[config.mk]
export PLATFORM = sky130hd
export DESIGN_NAME = dual_gpio_port_f_g
export DESIGN_NICKNAME = d
export VERILOG_FILES = /design/src/hw/gpio_fg_pkg.sv /design/src/hw/dual_gpio_port_f_g.sv
export VERILOG_INCLUDE_DIRS = /design/src /design/src/hw
export SDC_FILE = /design/constraint.sdc
export NUM_CORES = 1
export LEC_CHECK = 0
export ABC_AREA = 1
export BUFFER_PORTS_ARGS = -buffer_cell sky130_fd_sc_hd__buf_2
export CORE_MARGIN = 2
export CORE_UTILIZATION = 30
export CTS_CLUSTER_DIAMETER = 100
export DETAILED_ROUTE_END_ITERATION = 10
export HOLD_SLACK_MARGIN = 0.06
export PLACE_DENSITY = 0.49
export SKIP_CTS_REPAIR_TIMING = 1
export SYNTH_ARGS = -nofsm -noshare
export SYNTH_HDL_FRONTEND = slang
export SYNTH_SLANG_ARGS = --single-unit
[constraint.sdc]
create_clock -name pclk -period 1.35 [get_ports pclk]
set_input_delay 0.0675 -clock pclk [delete_from_list [all_inputs] [get_ports pclk]]
set_output_delay 0.0675 -clock pclk [all_outputs]
set_load 0.02 [all_outputs]
[src/hw/gpio_fg_params.svh]
/*
  Register offsets, field positions and reset values of the dual port block.
  Assumes inclusion by bare name from the package and the design file.
*/
`ifndef GPIO_FG_PARAMS_SVH
`define GPIO_FG_PARAMS_SVH

// Byte offsets on the APB, one aligned word per register.
`define OFS_PORT_F_PIN_LEVELS    8'h00
`define OFS_PORT_F_OUTPUT_LATCH  8'h04
`define OFS_PORT_F_DIRECTION     8'h08
`define OFS_PORT_G_PIN_LEVELS    8'h0c
`define OFS_PORT_G_OUTPUT_LATCH  8'h10
`define OFS_PORT_G_DIRECTION     8'h14
`define OFS_PAD_CONFIGURATION    8'h18
`define OFS_OPEN_DRAIN_CONTROL   8'h1c
`define OFS_ANALOG_SELECT        8'h20
`define OFS_TIMER_PIN_MAP        8'h24

// Field positions.
`define PAD_PU_FIRST_BIT         5
`define PAD_PU_SECOND_BIT        4
`define OD_SERIAL_BIT            0
`define MAP_TIMER_ZERO_BIT       0
`define MAP_TIMER_THREE_BIT      1

// Reset values.
`define RST_PORT_F_LATCH         8'h00
`define RST_PORT_F_DIRECTION     8'hff
`define RST_PORT_G_LATCH         5'h00
`define RST_PORT_G_DIRECTION     5'h1f
`define RST_PAD_PULLUPS          2'h0
`define RST_OPEN_DRAIN           1'h0
`define RST_ANALOG_SELECT        8'hfe
`define RST_TIMER_PIN_MAP        2'h3

`endif

[src/hw/gpio_fg_pkg.sv]
/*
  Types shared by the dual port block: peripheral request and delivery bundles.
  Assumes the params header sits beside it.
*/
package gpio_fg_pkg;
  `include "gpio_fg_params.svh"

  // What the peripherals ask of the pins.
  typedef struct packed {
    logic serial_sync_mode;   // Serial unit in synchronous mode.
    logic serial_tx_en;       // Asynchronous transmit active.
    logic serial_tx_data;     // Asynchronous transmit level.
    logic sync_data_oe;       // Synchronous data being driven.
    logic sync_data_out;      // Synchronous data level.
    logic sync_clock_master;  // Serial unit makes the clock.
    logic sync_clock_out;     // Synchronous clock level.
    logic can_tx_en;          // CAN transmitter active.
    logic can_tx_data;        // CAN transmit level.
    logic mod_out_en;         // Modulator output active.
    logic mod_out_data;       // Modulated output level.
  } periph_req_s;

  // What the pins hand to the peripherals.
  typedef struct packed {
    logic modulator_source_in;
    logic carrier_in_one;
    logic carrier_in_two;
    logic serial_receive_in;
    logic sync_data_in;
    logic sync_clock_in;
    logic timer_zero_clock_in;
    logic timer_three_clock_in;
  } periph_ret_s;
endpackage : gpio_fg_pkg

[src/hw/dual_gpio_port_f_g.sv]
/*
  Dual general-purpose port: an eight-pin and a five-pin bidirectional port
  with latches, directions, weak pull-ups and peripheral pin sharing, on APB.
  Assumes pads resolve the pin level from out, oe and pull-up, and that
  peripheral requests come from logic on pclk.
*/
// Decided for this implementation: the APB interface to the registers and the register addresses.
`timescale 1ns/10ps
`include "gpio_fg_params.svh"

// How it works
// - First port has eight pins, each direction chosen on its own.
// - Direction 0 drives the latch out; direction 1 makes a readable input.
// - Pad bit 5 enables all first-port pull-ups; clear turns them off.
// - Pad bit 4 enables all second-port pull-ups; clear disables them.
// - A pin acting as output always has its pull-up off.
// - Reset leaves both ports' pull-ups disabled.
// - After reset first-port pins 7 to 1 are analog and read zero.
// - Second port has five pins with own direction and latch bits.
// - Enabled peripherals may force a pin to output, never to input.
// - Overrides never reach the direction register, reads show software values.
// - First-port pins 2 and 4 feed modulator carriers 1 and 2 as inputs.
// - Second-port pin 0 drives sync data over latch; direction 1 takes data in.
// - Second-port pin 3 carries async transmit, beating the latch value.
// - Second-port pin 0 feeds the async receiver while set as input.
// - Second-port pin 3 drives sync clock at 0, accepts clock at 1.
// - Timer clock inputs on pins 2 and 4 follow the pin regardless of direction.
// - Timer zero clock comes from pin 4 only when its map bit clears.
// - Timer three clock comes from pin 2 when its map bit sets, default.
// - Serial outputs on the second port may run open-drain by control register.
// - On the small package both pull-up bits are absent and read zero.
module dual_gpio_port_f_g
  import gpio_fg_pkg::*;
#(
  parameter int F_PINS        = 8,  // Width of the first port.
  parameter int G_PINS        = 5,  // Width of the second port.
  parameter bit SMALL_PACKAGE = 0   // Pull-up enables absent when set.
)(
  input  wire logic              pclk,          // APB and pin clock, 25 MHz.
  input  wire logic              presetn,       // Asynchronous reset, active low.
  input  wire logic              psel,          // APB select.
  input  wire logic              penable,       // APB access phase.
  input  wire logic              pwrite,        // APB direction.
  input  wire logic [7:0]        paddr,         // APB byte address.
  input  wire logic [31:0]       pwdata,        // APB write data.
  output logic      [31:0]       prdata,        // APB read data.
  output logic                   pready,        // APB ready.
  output logic                   pslverr,       // APB error, unmapped offset.
  input  wire logic [F_PINS-1:0] pin_f_in,      // First port pad levels.
  output logic      [F_PINS-1:0] pin_f_out,     // First port drive levels.
  output logic      [F_PINS-1:0] pin_f_oe,      // First port drive enables.
  output logic      [F_PINS-1:0] pin_f_pullup,  // First port weak pull-ups.
  input  wire logic [G_PINS-1:0] pin_g_in,      // Second port pad levels.
  output logic      [G_PINS-1:0] pin_g_out,     // Second port drive levels.
  output logic      [G_PINS-1:0] pin_g_oe,      // Second port drive enables.
  output logic      [G_PINS-1:0] pin_g_pullup,  // Second port weak pull-ups.
  input  wire periph_req_s       periph_req,    // Peripheral pin requests.
  output periph_ret_s            periph_ret     // Pin levels to peripherals.
);

  // Software-visible state, then pad synchronisers and filtered levels.
  logic [F_PINS-1:0] latch_f_ff;
  logic [F_PINS-1:0] dir_f_ff;
  logic [F_PINS-1:0] analog_ff;
  logic [G_PINS-1:0] latch_g_ff;
  logic [G_PINS-1:0] dir_g_ff;
  logic              pu_first_ff;
  logic              pu_second_ff;
  logic              open_drain_ff;
  logic [1:0]        timer_map_ff;
  logic [F_PINS-1:0] sync1_f_ff;
  logic [F_PINS-1:0] sync2_f_ff;
  logic [F_PINS-1:0] sync3_f_ff;
  logic [F_PINS-1:0] level_f_ff;
  logic [G_PINS-1:0] sync1_g_ff;
  logic [G_PINS-1:0] sync2_g_ff;
  logic [G_PINS-1:0] sync3_g_ff;
  logic [G_PINS-1:0] level_g_ff;

  // Bus answer and pin drive registers, then combinational helpers.
  logic [31:0]       prdata_ff;
  logic              pready_ff;
  logic              pslverr_ff;
  logic [F_PINS-1:0] pin_f_out_ff;
  logic [F_PINS-1:0] pin_f_oe_ff;
  logic [F_PINS-1:0] pin_f_pu_ff;
  logic [G_PINS-1:0] pin_g_out_ff;
  logic [G_PINS-1:0] pin_g_oe_ff;
  logic [G_PINS-1:0] pin_g_pu_ff;
  periph_ret_s       periph_ret_ff;
  logic              setup_phase;
  logic              wr_take;
  logic              mapped;
  logic [31:0]       nxt_prdata;
  logic [F_PINS-1:0] eff_dir_f;
  logic [G_PINS-1:0] eff_dir_g;
  logic [F_PINS-1:0] nxt_out_f;
  logic [G_PINS-1:0] nxt_out_g;
  logic [G_PINS-1:0] serial_pin;
  logic [G_PINS-1:0] od_release;

  // Answer comes one cycle after setup, so pready rises in the access phase.
  assign setup_phase = psel & ~penable;
  assign wr_take     = psel & penable & pready_ff & pwrite;

  // Read mux and address decode; unmapped offsets read zero with an error.
  always_comb
  begin
    nxt_prdata = 32'h0000_0000;
    mapped     = 1'b1;
    unique case (paddr)
      `OFS_PORT_F_PIN_LEVELS:
        nxt_prdata[F_PINS-1:0] = level_f_ff & ~analog_ff;
      `OFS_PORT_F_OUTPUT_LATCH:
        nxt_prdata[F_PINS-1:0] = latch_f_ff;
      `OFS_PORT_F_DIRECTION:
        nxt_prdata[F_PINS-1:0] = dir_f_ff;
      `OFS_PORT_G_PIN_LEVELS:
        nxt_prdata[G_PINS-1:0] = level_g_ff;
      `OFS_PORT_G_OUTPUT_LATCH:
        nxt_prdata[G_PINS-1:0] = latch_g_ff;
      `OFS_PORT_G_DIRECTION:
        nxt_prdata[G_PINS-1:0] = dir_g_ff;
      `OFS_PAD_CONFIGURATION:
      begin
        nxt_prdata[`PAD_PU_FIRST_BIT]  = pu_first_ff;
        nxt_prdata[`PAD_PU_SECOND_BIT] = pu_second_ff;
      end
      `OFS_OPEN_DRAIN_CONTROL:
        nxt_prdata[`OD_SERIAL_BIT] = open_drain_ff;
      `OFS_ANALOG_SELECT:
        nxt_prdata[F_PINS-1:0] = analog_ff;
      `OFS_TIMER_PIN_MAP:
        nxt_prdata[1:0] = timer_map_ff;
      default:
        mapped = 1'b0;
    endcase
  end

  // Bus answer registers, loaded in the setup cycle.
  always_ff @(posedge pclk or negedge presetn)
  begin
    if (!presetn)
    begin
      prdata_ff  <= 32'h0000_0000;
      pready_ff  <= 1'b0;
      pslverr_ff <= 1'b0;
    end
    else
    begin
      pready_ff  <= setup_phase;
      pslverr_ff <= setup_phase & ~mapped;
      prdata_ff  <= (setup_phase & ~pwrite) ? nxt_prdata : 32'h0000_0000;
    end
  end

  // Port latches; a write to the pin register lands in the latch.
  always_ff @(posedge pclk or negedge presetn)
  begin
    if (!presetn)
    begin
      latch_f_ff <= `RST_PORT_F_LATCH;
      latch_g_ff <= `RST_PORT_G_LATCH;
    end
    else if (wr_take)
    begin
      if (paddr == `OFS_PORT_F_PIN_LEVELS || paddr == `OFS_PORT_F_OUTPUT_LATCH)
        latch_f_ff <= pwdata[F_PINS-1:0];
      if (paddr == `OFS_PORT_G_PIN_LEVELS || paddr == `OFS_PORT_G_OUTPUT_LATCH)
        latch_g_ff <= pwdata[G_PINS-1:0];
    end
  end

  // Directions hold only software values; overrides never write here.
  always_ff @(posedge pclk or negedge presetn)
  begin
    if (!presetn)
    begin
      dir_f_ff <= `RST_PORT_F_DIRECTION;
      dir_g_ff <= `RST_PORT_G_DIRECTION;
    end
    else if (wr_take)
    begin
      if (paddr == `OFS_PORT_F_DIRECTION)
        dir_f_ff <= pwdata[F_PINS-1:0];
      if (paddr == `OFS_PORT_G_DIRECTION)
        dir_g_ff <= pwdata[G_PINS-1:0];
    end
  end

  // Pad, open-drain, analog and timer mapping controls.
  always_ff @(posedge pclk or negedge presetn)
  begin
    if (!presetn)
    begin
      pu_first_ff   <= 1'b0;
      pu_second_ff  <= 1'b0;
      open_drain_ff <= `RST_OPEN_DRAIN;
      analog_ff     <= `RST_ANALOG_SELECT;
      timer_map_ff  <= `RST_TIMER_PIN_MAP;
    end
    else if (wr_take)
    begin
      // The small package has no pull-up bits, so they stay zero.
      if (paddr == `OFS_PAD_CONFIGURATION)
      begin
        pu_first_ff  <= pwdata[`PAD_PU_FIRST_BIT] & ~SMALL_PACKAGE;
        pu_second_ff <= pwdata[`PAD_PU_SECOND_BIT] & ~SMALL_PACKAGE;
      end
      if (paddr == `OFS_OPEN_DRAIN_CONTROL)
        open_drain_ff <= pwdata[`OD_SERIAL_BIT];
      if (paddr == `OFS_ANALOG_SELECT)
        analog_ff <= pwdata[F_PINS-1:0];
      if (paddr == `OFS_TIMER_PIN_MAP)
        timer_map_ff <= pwdata[1:0];
    end
  end

  // Three-stage sampling of the pads; a level counts once stages two and
  // three agree, which rejects a single-cycle glitch at a small latency cost.
  always_ff @(posedge pclk or negedge presetn)
  begin
    if (!presetn)
    begin
      sync1_f_ff <= '0;
      sync2_f_ff <= '0;
      sync3_f_ff <= '0;
      level_f_ff <= '0;
      sync1_g_ff <= '0;
      sync2_g_ff <= '0;
      sync3_g_ff <= '0;
      level_g_ff <= '0;
    end
    else
    begin
      sync1_f_ff <= pin_f_in;
      sync2_f_ff <= sync1_f_ff;
      sync3_f_ff <= sync2_f_ff;
      level_f_ff <= (sync3_f_ff & ~(sync2_f_ff ^ sync3_f_ff))
                  | (level_f_ff & (sync2_f_ff ^ sync3_f_ff));
      sync1_g_ff <= pin_g_in;
      sync2_g_ff <= sync1_g_ff;
      sync3_g_ff <= sync2_g_ff;
      level_g_ff <= (sync3_g_ff & ~(sync2_g_ff ^ sync3_g_ff))
                  | (level_g_ff & (sync2_g_ff ^ sync3_g_ff));
    end
  end

  // First port: the modulator output forces pin 6 to drive its level.
  always_comb
  begin
    eff_dir_f = dir_f_ff;
    nxt_out_f = latch_f_ff;
    if (periph_req.mod_out_en)
    begin
      eff_dir_f[6] = 1'b0;
      nxt_out_f[6] = periph_req.mod_out_data;
    end
  end

  // Second port: serial and CAN outputs win over the latch; serial pins
  // may release high instead of driving it when open-drain is chosen.
  always_comb
  begin
    eff_dir_g  = dir_g_ff;
    nxt_out_g  = latch_g_ff;
    serial_pin = '0;
    if (periph_req.serial_sync_mode && periph_req.sync_data_oe)
    begin
      eff_dir_g[0]  = 1'b0;
      nxt_out_g[0]  = periph_req.sync_data_out;
      serial_pin[0] = 1'b1;
    end
    if (periph_req.can_tx_en)
    begin
      eff_dir_g[1] = 1'b0;
      nxt_out_g[1] = periph_req.can_tx_data;
    end
    if (!periph_req.serial_sync_mode && periph_req.serial_tx_en)
    begin
      eff_dir_g[3]  = 1'b0;
      nxt_out_g[3]  = periph_req.serial_tx_data;
      serial_pin[3] = 1'b1;
    end
    else if (periph_req.serial_sync_mode && periph_req.sync_clock_master
             && !dir_g_ff[3])
    begin
      nxt_out_g[3]  = periph_req.sync_clock_out;
      serial_pin[3] = 1'b1;
    end
    od_release = serial_pin & nxt_out_g & {G_PINS{open_drain_ff}};
  end

  // Pin drive, per bit of each port; pull-ups only on pins not driving.
  genvar gi;
  generate
    for (gi = 0; gi < F_PINS; gi++)
    begin : g_pin_f
      always_ff @(posedge pclk or negedge presetn)
      begin
        if (!presetn)
        begin
          pin_f_out_ff[gi] <= 1'b0;
          pin_f_oe_ff[gi]  <= 1'b0;
          pin_f_pu_ff[gi]  <= 1'b0;
        end
        else
        begin
          pin_f_out_ff[gi] <= nxt_out_f[gi];
          pin_f_oe_ff[gi]  <= ~eff_dir_f[gi];
          pin_f_pu_ff[gi]  <= pu_first_ff & eff_dir_f[gi];
        end
      end
    end
    for (gi = 0; gi < G_PINS; gi++)
    begin : g_pin_g
      always_ff @(posedge pclk or negedge presetn)
      begin
        if (!presetn)
        begin
          pin_g_out_ff[gi] <= 1'b0;
          pin_g_oe_ff[gi]  <= 1'b0;
          pin_g_pu_ff[gi]  <= 1'b0;
        end
        else
        begin
          pin_g_out_ff[gi] <= nxt_out_g[gi] & ~od_release[gi];
          pin_g_oe_ff[gi]  <= ~eff_dir_g[gi] & ~od_release[gi];
          pin_g_pu_ff[gi]  <= pu_second_ff & eff_dir_g[gi];
        end
      end
    end
  endgenerate

  // Levels handed to peripherals; inputs idle low except receive, which
  // idles high so the receiver sees no false start bit.
  always_ff @(posedge pclk or negedge presetn)
  begin
    if (!presetn)
      periph_ret_ff <= '0;
    else
    begin
      periph_ret_ff.modulator_source_in  <= level_f_ff[0] & dir_f_ff[0];
      periph_ret_ff.carrier_in_one       <= level_f_ff[2] & dir_f_ff[2];
      periph_ret_ff.carrier_in_two       <= level_f_ff[4] & dir_f_ff[4];
      periph_ret_ff.serial_receive_in    <= ~dir_g_ff[0] | level_g_ff[0];
      periph_ret_ff.sync_data_in         <= level_g_ff[0] & dir_g_ff[0];
      periph_ret_ff.sync_clock_in        <= level_g_ff[3] & dir_g_ff[3];
      periph_ret_ff.timer_zero_clock_in  <= level_g_ff[4]
                                          & ~timer_map_ff[`MAP_TIMER_ZERO_BIT];
      periph_ret_ff.timer_three_clock_in <= level_g_ff[2]
                                          & timer_map_ff[`MAP_TIMER_THREE_BIT];
    end
  end

  // Outputs straight from flip-flops.
  assign prdata       = prdata_ff;
  assign pready       = pready_ff;
  assign pslverr      = pslverr_ff;
  assign pin_f_out    = pin_f_out_ff;
  assign pin_f_oe     = pin_f_oe_ff;
  assign pin_f_pullup = pin_f_pu_ff;
  assign pin_g_out    = pin_g_out_ff;
  assign pin_g_oe     = pin_g_oe_ff;
  assign pin_g_pullup = pin_g_pu_ff;
  assign periph_ret   = periph_ret_ff;

endmodule : dual_gpio_port_f_g

==> results.yml, run 1 <==
critical_path:
  crit_chain: "nand4_1 > inv_4 > buf_4 > nand2_8 > nand2_1 > o21ai_1"
  crit_family: "simple AND/OR/NAND/NOR gates"
  cp_max_fo: 16
  critPathBufInv: 2
  crit_slowest_cell: "dfrtp_1"
  required_ns: 1.64
  critPathMaxStageDelay_ns: 0.34
  crit_type: "flop to flop"
  critPathCaptureType: "flop"
  crit_path_start_kind: "flop"
  crit_arrival_ns: 1.54
yosys:
  synth_xor_area_frac: 0
  synth_area_leaders: "dfrtp_1 55%, dfstp_2 10%, nand2_1 9.2%"
  synth_edf_count: 0
  synth.distinct_cells: 30
  ys_ff_latch: 148
  synth-simple-area-share: 0.170
  synth_top_area_cell: "dfrtp_1"
  yosysSeqAreaShare: 0.656
  ys_warn_count: 0
  synth_adder_area_share: 0.0229
  async_flop_share: 1.00
  synth_cells: 538
  synth_compound_area_frac: 0.0621
  synth_mux_area_frac: 0.00396
  syn_area_per_cell_sq_um: 10.6
  netlist.area_leader.share: 0.555
  synth_top_flop_cell: "dfrtp_1"
  netlist_area_sq_um: 5690
  synth_top_family_by_area: "simple AND/OR/NAND/NOR gates"
timing:
  fin_crit_ns: 1.25
  tns_ns: 0
  fmax_mhz: 801
  hold_violations: 0
  hold_ws_ns: 0.0465
  skew_ns: 0.00744
  finalWorstSetupSlack_ns: 0.101
  setup_viol: 0
  worst_pin_slew_ns: 0.539
  fin_crit_sh: 0.925
  slew_violations: 0
  slew_headroom: 0.639
  rsz0062_at_grt: "false"
floorplanning:
  initial_core_util: 0.305
  coreArea_sq_um: 18600
  ios: 150
  dieHeight_microns: 142
  rows: 50
  die_x_microns: 142
  die_area_sq_um: 20100
grt:
  grt_pass1_vias: 3979
  overflow: 0
  grt_max_degree: 49
  grtUsageTotal: 0.139
  antenna_found_initial: 0
  grt_pass1_wl_mm: 20.8
cells_and_area:
  n_antenna_cell: 0
  fin_util: 0.402
  syn_to_final_growth_pct: 31.9
  fin_nets: 768
  final_layout_size_suffix_gt1_frac: 0.292
power_and_ir_drop:
  powerDensity_nw_per_um2: 1380
  power_leakage_nw: 3.72
  power.total_mw: 10.3
  peakVddDrop_mv: 0.822
flow_run:
  cap_viol_max_count: 0
clocking:
  clock_latency_ns: 0.42
  clock-root-buffer: "clkbuf_16"
  cts.clk_slew.worst_paths_ns: 0.06
  cts_tree: "yes"
  numCtsBuffers: 17
  cts_max_level: 4
  cts_num_sinks: 148
  cts_max_path_buffers: 2
route:
  ant_nets: 0
  vias_per_cell: 4.16
  drt_iter0_drc: 147
  dr.pass1.iters: 4
  drc: 0
  finalWirelength_mm: 13.3
  num_vias: 3940
  wire_per_inst_microns: 14.0
placed_design:
  dp_hpwl_mm: 9.67
  port_buffers: 101
  dp_slack_ns: -0.0278
  gp_congestion: 0.868
hold_path:
  min_path_type: "input port to flop"
outcome:
  outcome: "complete, no violations"
-- cell families (layout without fill, tap and decap cells) --
family	after synthesis	count (layout)
fa+ha+maj	13	13
buf+inv	98	249
compound gates	55	55
flops	148	148
mux	2	2
other cells	1	24
simple gates	221	221
-- registers in the layout, summed over array words and instances, names as in the netlist, 8 cells and up, named ones only --
register and flops:
prdata 8, dir_f_ff 8, analog_ff 8, pin_f_oe 8, periph_ret 8, sync2_f_ff 8, sync1_f_ff 8, pin_f_out 8
sync3_f_ff 8, latch_f_ff 8, pin_f_pullup 8
-- worst min-delay path, stage by stage --
cell	delay, ns
buf_2	0.10
nand2_1	0.05
nand3_1	0.06
o21ai_0	0.09
nor2_1	0.05
-- cells in the final DEF, fill, tap and decap left out, drive strengths merged, types with 3 or more instances in the layout --
| cell | count |
|---|---|
| inv | 70 |
| dlygate4sd3 | 32 |
| nor3 | 3 |
| dfstp | 22 |
| buf | 115 |
| nor2 | 50 |
| nand3 | 15 |
| bufinv | 5 |
| dfrtp | 126 |
| conb | 24 |
| clkbuf | 23 |
| maj3 | 13 |
| o21ai | 50 |
| nand2 | 148 |
-- per-layer routing --
metal / GRT usage / part of all wire / routed length, microns / vias up
met2: 0.221 / 0.47 / 6230 / 109
met1: 0.180 / 0.46 / 6170 / 1886
met5: 0 / 0 / 0 / -
met3: 0.0412 / 0.049 / 645 / 13
li1: - / - / - / 1932
met4: 0.0511 / 0.017 / 223 / 0
-- power breakdown --
part           internal, mW  switching [mW]
logic                 0.198           0.327
registers              4.57          0.0725
clock network          3.42            1.75
total                  8.19            2.15
-- Yosys cell counts (2+ instances only) --
cell type and number:
maj3_1 13, mux2_2 2, nor2_1 39, o21ai_1 8, dfstp_2 22, o21ai_0 25
nand3_1 14, nand2_4 3, dfrtp_1 126, nor2_2 5, or2_2 2, buf_6 3
buf_4 24, inv_1 69, nor2_4 6, a21oi_1 2, nand2_2 5, o21ai_2 16
nor3_1 3, nand3b_1 2, nand2_1 140
-- metrics by stage --
stage | std cells | instance area, sq um
2_1_floorplan | 561 | 5770
3_3_place_gp | 880 | 6500
3_5_place_dp | 880 | 6500
4_1_cts | 912 | 7150
5_1_grt | 946 | 7500
6_report | 946 | 7500
-- worst paths after layout --
kind	end	slack, ns	startpoint	depth (start not counted)
worst max-delay path	analog_ff[0]$_DFFE_PN0P_	0.10	pready$_DFF_PN0_	6
worst min-delay path	pin_g_out[3]$_DFF_PN0_	0.05	periph_req[4]	5
worst max register to register	analog_ff[0]$_DFFE_PN0P_	0.10	pready$_DFF_PN0_	6
worst min register to register	sync2_g_ff[4]$_DFF_PN0_	0.34	sync1_g_ff[4]$_DFF_PN0_	0
max in group asynchronous	dir_g_ff[2]$_DFFE_PN1P_	0.59	presetn	3
min in group asynchronous	pin_g_out[1]$_DFF_PN0_	0.11	presetn	2
-- layout make-up --
class,count,area [sq um]
multi-input combinational,315,1570
clock buffer,23,478
clock inverter,9,175
timing repair buffer,147,987
sequential,148,3730
inverter,70,265
tap,234,293
fill,1849,11100
Power figures use the tool's default switching activity.
==> inputs of run 2 (changes only) <==
==> constraint.sdc (replaced) <==
create_clock -name pclk -period 1.41 [get_ports pclk]
set_input_delay 0.0705 -clock pclk [delete_from_list [all_inputs] [get_ports pclk]]
set_output_delay 0.0705 -clock pclk [all_outputs]
set_load 0.02 [all_outputs]
==> run 2 against run 1 <==
Sequential share of layout area fell by 0.31 points; maximum frequency down 4.3%; sequential cell count is the same; worst setup slack better by 0.0034 ns; utilization increased by 0.25 points; non-clock buffer count is 5 higher; global-route usage rose by 0.14 points; via count rose by 0.63%; clock-buffer cell count down 3; sequential power fell by 4.5%; final area rose by 0.63%; highest routed layer unchanged.
==> results.yml, run 2 (synthesized netlist as in run 1, its figures left out) <==
critical_path:
  cp_max_fo: 10
  required_ns: 1.75
  crit_arrival_ns: 1.64
  critPathCaptureType: "flop"
  crit_type: "flop to flop"
  crit_path_start_kind: "flop"
cells_and_area:
  fin_area_sq_um: 7550
  syn_to_final_growth_pct: 32.7
  n_antenna_cell: 0
  final_common_cell: "nand2_1"
  final_cell_mix: "140 x nand2_1, 126 x dfrtp_1, 100 x buf_2"
  final_layout_size_suffix_gt1_frac: 0.298
  fin_nets: 773
placed_design:
  dp_slack_ns: -0.0207
  dp_hpwl_mm: 9.68
  gp_congestion: 0.862
  dpl-instance-area_sq_um: 6550
  port_buffers: 101
floorplanning:
  rows: 50
  die_area_sq_um: 20100
  ios: 150
  coreArea_sq_um: 18600
  die_x_microns: 142
  dieHeight_microns: 142
  initial_core_util: 0.305
clocking:
  cts_max_path_buffers: 2
  cts.clk_slew.worst_paths_ns: 0.06
  cts_tree: "yes"
  numCtsBuffers: 17
  clock_latency_ns: 0.42
  cts_max_level: 4
  clock-root-buffer: "clkbuf_16"
  cts_num_sinks: 148
timing:
  slew_violations: 0
  slew_headroom: 0.603
  fin_crit_sh: 0.926
  hold_ws_ns: 0.00613
  fin_crit_ns: 1.31
  skew_ns: 0.00825
  finalWorstSetupSlack_ns: 0.104
  worst_pin_slew_ns: 0.593
  setup_viol: 0
  fmax_mhz: 766
  hold_violations: 0
power_and_ir_drop:
  power_leakage_nw: 3.78
  power.total_mw: 10.0
  peakVddDrop_mv: 0.827
  powerDensity_nw_per_um2: 1330
hold_path:
  min_path_type: "input port to flop"
route:
  vias_per_cell: 4.17
  drc: 0
  ant_nets: 0
  wire_per_inst_microns: 14.0
  drt_iter0_drc: 188
  finalWirelength_mm: 13.3
  dr.pass1.iters: 4
  num_vias: 3965
flow_run:
  cap_viol_max_count: 0
grt:
  grt_max_degree: 44
  grtUsageTotal: 0.140
  grt_pass1_wl_mm: 21.1
  overflow: 0
  antenna_found_initial: 0
  grt_pass1_vias: 3967
outcome:
  outcome: "complete, no violations"
==> run 2: cell type report <==
cell class	count	area (sq um)
sequential	148	3730
multi-input combinational	315	1560
timing repair buffer	152	1030
tap	234	293
clock buffer	20	437
fill	1873	11100
inverter	70	263
clock inverter	12	228
==> run 2: critical path: stages, from the launching register on <==
cell and delay [ns]:
dfrtp_1 0.34, nand4_1 0.20, inv_2 0.16, buf_4 0.16
nand2_2 0.15, o21ai_0 0.22
==> run 2: final timing paths <==
| check | start | cells past startpoint | slack, ns | end |
|---|---|---|---|---|
| min | psel | 5 | 0.006 | pslverr$_DFF_PN0_ |
| max reg2reg | pready$_DFF_PN0_ | 5 | 0.10 | dir_g_ff[2]$_DFFE_PN1P_ |
| min in group asynchronous | presetn | 2 | 0.14 | pin_g_out[1]$_DFF_PN0_ |
| max | pready$_DFF_PN0_ | 5 | 0.10 | dir_g_ff[2]$_DFFE_PN1P_ |
| max in group asynchronous | presetn | 3 | 0.65 | dir_g_ff[4]$_DFFE_PN1P_ |
| min reg2reg | sync1_f_ff[5]$_DFF_PN0_ | 0 | 0.34 | sync2_f_ff[5]$_DFF_PN0_ |
==> run 2: report_power, final <==
part	switching, mW	leakage [nW]	total [mW]	internal [mW]
clock	1.75	0.319	5.08	3.33
sequential	0.0631	1.78	4.43	4.37
combinational	0.315	1.68	0.509	0.193
==> run 2: layer usage <==
metal	track usage	up-vias	share of wire	wire length, microns
met5	0	-	0	0
met4	0.0553	0	0.025	333
met3	0.0425	23	0.056	744
met2	0.219	115	0.45	5950
met1	0.183	1876	0.47	6270
li1	-	1951	-	-
==> run 2: metrics by stage <==
stage / setup TNS [ns] / cells / utilization
after floorplan: 0 / 561 / -
after global placement: 0 / 887 / 0.351
after detailed placement: -0.0748 / 887 / 0.351
after CTS: -0.411 / 919 / 0.387
after global routing: -0.00560 / 951 / 0.405
final: 0 / 951 / 0.405
==> inputs of run 3 (changes only) <==
--- a/config.mk
+++ b/config.mk
@@ -6,9 +6,7 @@
 export SDC_FILE = /design/constraint.sdc
 export NUM_CORES = 1
 export LEC_CHECK = 0
-export ABC_AREA = 1
 export BUFFER_PORTS_ARGS = -buffer_cell sky130_fd_sc_hd__buf_2
-export CORE_MARGIN = 2
 export CORE_UTILIZATION = 30
 export CTS_CLUSTER_DIAMETER = 100
 export DETAILED_ROUTE_END_ITERATION = 10
==> run 3 against run 2 <==
The flow now finishes with violations (negative setup slack); worst setup slack worse by 0.30 ns; first-iteration DRC count down 14%; register-to-register slack worse by 0.30 ns; combinational power rose by 34%; via count decreased by 3.3%; sequential share of layout area shrank 2.3 points; synthesized cell count decreased by 22%; utilization increased by 3.0 points; critical path depth is the same; power down 1.4%; sequential power about the same; largest power group unchanged; highest routed layer unchanged.
==> results.yml, run 3 <==
outcome:
  outcome: "complete, but fails checks"
  violations: "negative setup slack"
yosys:
  synth_top_flop_cell: "dfrtp_1"
  synth_cells: 420
  synth.distinct_cells: 54
  synth_area_leaders: "dfrtp_1 56%, dfstp_2 10%, mux2_2 6.2%"
  synth_top_area_cell: "dfrtp_1"
  async_flop_share: 1.00
  synth_common_cells: "126 x dfrtp_1, 31 x mux2_2, 27 x nor2_1, 24 x buf_4, 24 x nand2_1"
  yosysSeqAreaShare: 0.659
  ys_warn_count: 0
  synth_most_common_cell: "dfrtp_1"
  syn_area_per_cell_sq_um: 13.5
  ys_ff_latch: 148
  netlist_area_sq_um: 5660
  synth_edf_count: 0
  netlist.area_leader.share: 0.557
cells_and_area:
  syn_to_final_growth_pct: 40.0
  final_common_cell: "dfrtp_1"
  n_antenna_cell: 0
  final_cell_mix: "125 x dfrtp_1, 100 x buf_2, 42 x buf_4"
  instances_no_fill: 858
  final_layout_size_suffix_gt1_frac: 0.432
  fin_nets: 685
  fin_util: 0.435
grt:
  grt_pass1_vias: 3936
  grtUsageTotal: 0.154
  antenna_found_initial: 0
  grt_pass1_wl_mm: 22.3
  overflow: 0
  grt_max_degree: 39
clocking:
  cts.clk_slew.worst_paths_ns: 0.07
  numCtsBuffers: 17
  cts_num_sinks: 148
  clock_latency_ns: 0.43
  cts_max_level: 4
  clock-root-buffer: "clkbuf_16"
  cts_max_path_buffers: 2
  cts_tree: "yes"
timing:
  tns_ns: -2.46
  finalWorstSetupSlack_ns: -0.193
  hold_violations: 0
  fin_crit_sh: 1.14
  rsz0062_at_grt: "true"
  slew_headroom: 0.605
  skew_ns: 0.0101
  setup_viol: 24
  worst_pin_slew_ns: 0.590
  slew_violations: 0
  fin_crit_ns: 1.60
  fmax_mhz: 624
floorplanning:
  die_x_microns: 139
  rows: 49
  ios: 150
  coreArea_sq_um: 18200
  die_area_sq_um: 19400
  dieHeight_microns: 139
  initial_core_util: 0.311
power_and_ir_drop:
  powerDensity_nw_per_um2: 1250
  power_leakage_nw: 3.76
  power.total_mw: 9.88
  peakVddDrop_mv: 0.860
hold_path:
  min_path_type: "input port to flop"
  hp-start: "penable"
critical_path:
  critPathBufInv: 1
  crit_chain: "and4_4 > nand3_4 > buf_6 > or3_4 > mux2_4"
  crit_type: "flop to flop"
  critPathMaxStageDelay_ns: 0.40
  crit_slowest_cell: "or3_4"
  cp_max_fo: 2
  crit_path_start_kind: "flop"
  required_ns: 1.73
  r2r_start: "pready$_DFF_PN0_"
  crit_family: "simple AND/OR/NAND/NOR gates"
  critPathCaptureType: "flop"
  crit_path_start: "pready$_DFF_PN0_"
  crit_arrival_ns: 1.92
route:
  drt-met1-wl_mm: 6.59
  vias_per_cell: 4.47
  wire_per_inst_microns: 16.8
  finalWirelength_mm: 14.4
  dr.pass1.iters: 4
  highest_layer: "met4"
  drc: 0
  ant_nets: 0
  drt_iter0_drc: 162
  met3_length_microns: 569
  num_vias: 3834
  met2_length_mm: 7.05
placed_design:
  port_buffers: 101
  placed_cells: 787
  gp_congestion: 0.798
  dp_hpwl_mm: 10.3
  dp_slack_ns: -0.318
flow_run:
  cap_viol_max_count: 0
==> run 3: changes by cell type after synthesis, moves of 6 or more <==
cell / before / now
o21ai_2: 16 / 0
mux2i_1: 0 / 9
mux2_4: 0 / 8
nor2_4: 6 / 0
nand2_1: 140 / 24
o21ai_1: 8 / 0
clkbuf_1: 1 / 9
nand3_1: 14 / 6
nor2_1: 39 / 27
o21ai_0: 25 / 10
and2_1: 0 / 9
mux2_2: 2 / 31
inv_1: 69 / 17
a21oi_1: 2 / 9
==> run 3: layer usage <==
metal  global-route usage  up-vias
met1                0.199     1934
met2                0.246       98
met5                    0        -
met4               0.0585        0
met3               0.0437       10
li1                     -     1792
==> run 3: area by class of cell <==
class	count	area, sq um
repair buffers	194	1410
fillers	1714	10300
well taps	229	287
multi-input cells	238	1820
clock buffers	17	425
clock inverters	15	194
flip-flops and latches	148	3730
inverters	17	63.8
==> run 3: logic make-up (layout without fill, tap and decap cells) <==
family          after synthesis  count (layout)  share of synthesized area
mux                          48              48                     0.0988
flops                       148             148                      0.659
fa+ha+maj                    13              13                     0.0230
other cells                   1              24                   0.000662
buf+inv                      57             243                     0.0592
simple gates                106             106                      0.103
compound gates               47              47                     0.0559
==> run 3: path summary, 6_finish.rpt <==
kind	to	slack (ns)	cells after the start
worst min register to register	sync2_f_ff[2]$_DFF_PN0_	0.34	0
worst max-delay path	pu_first_ff$_DFFE_PN0P_	-0.19	5
worst min-delay path	prdata[1]$_DFF_PN0_	0.07	4
worst max register to register	pu_first_ff$_DFFE_PN0P_	-0.19	5
min in group asynchronous	pin_g_out[1]$_DFF_PN0_	0.12	2
max in group asynchronous	analog_ff[3]$_DFFE_PN1P_	0.69	3
==> run 3: power by group <==
part | internal, mW | total, mW | switching (mW)
sequential | 4.37 | 4.43 | 0.0613
combinational | 0.303 | 0.682 | 0.378
clock | 2.84 | 4.76 | 1.93
total | 7.51 | 9.88 | 2.37
==> run 3: per-stage QoR <==
stage	area (sq um)	hold WS, ns
detailed placement	6790	0.0151
floorplan	5820	-0.225
global route	7930	0.0689
global placement	6790	0.0141
CTS	7410	-0.445
finish	7930	0.0692
==> run 3: worst min-delay path, stage by stage <==
cell and delay (ns):
buf_2 0.10, or3b_2 0.14, buf_4 0.11, a21oi_1 0.04
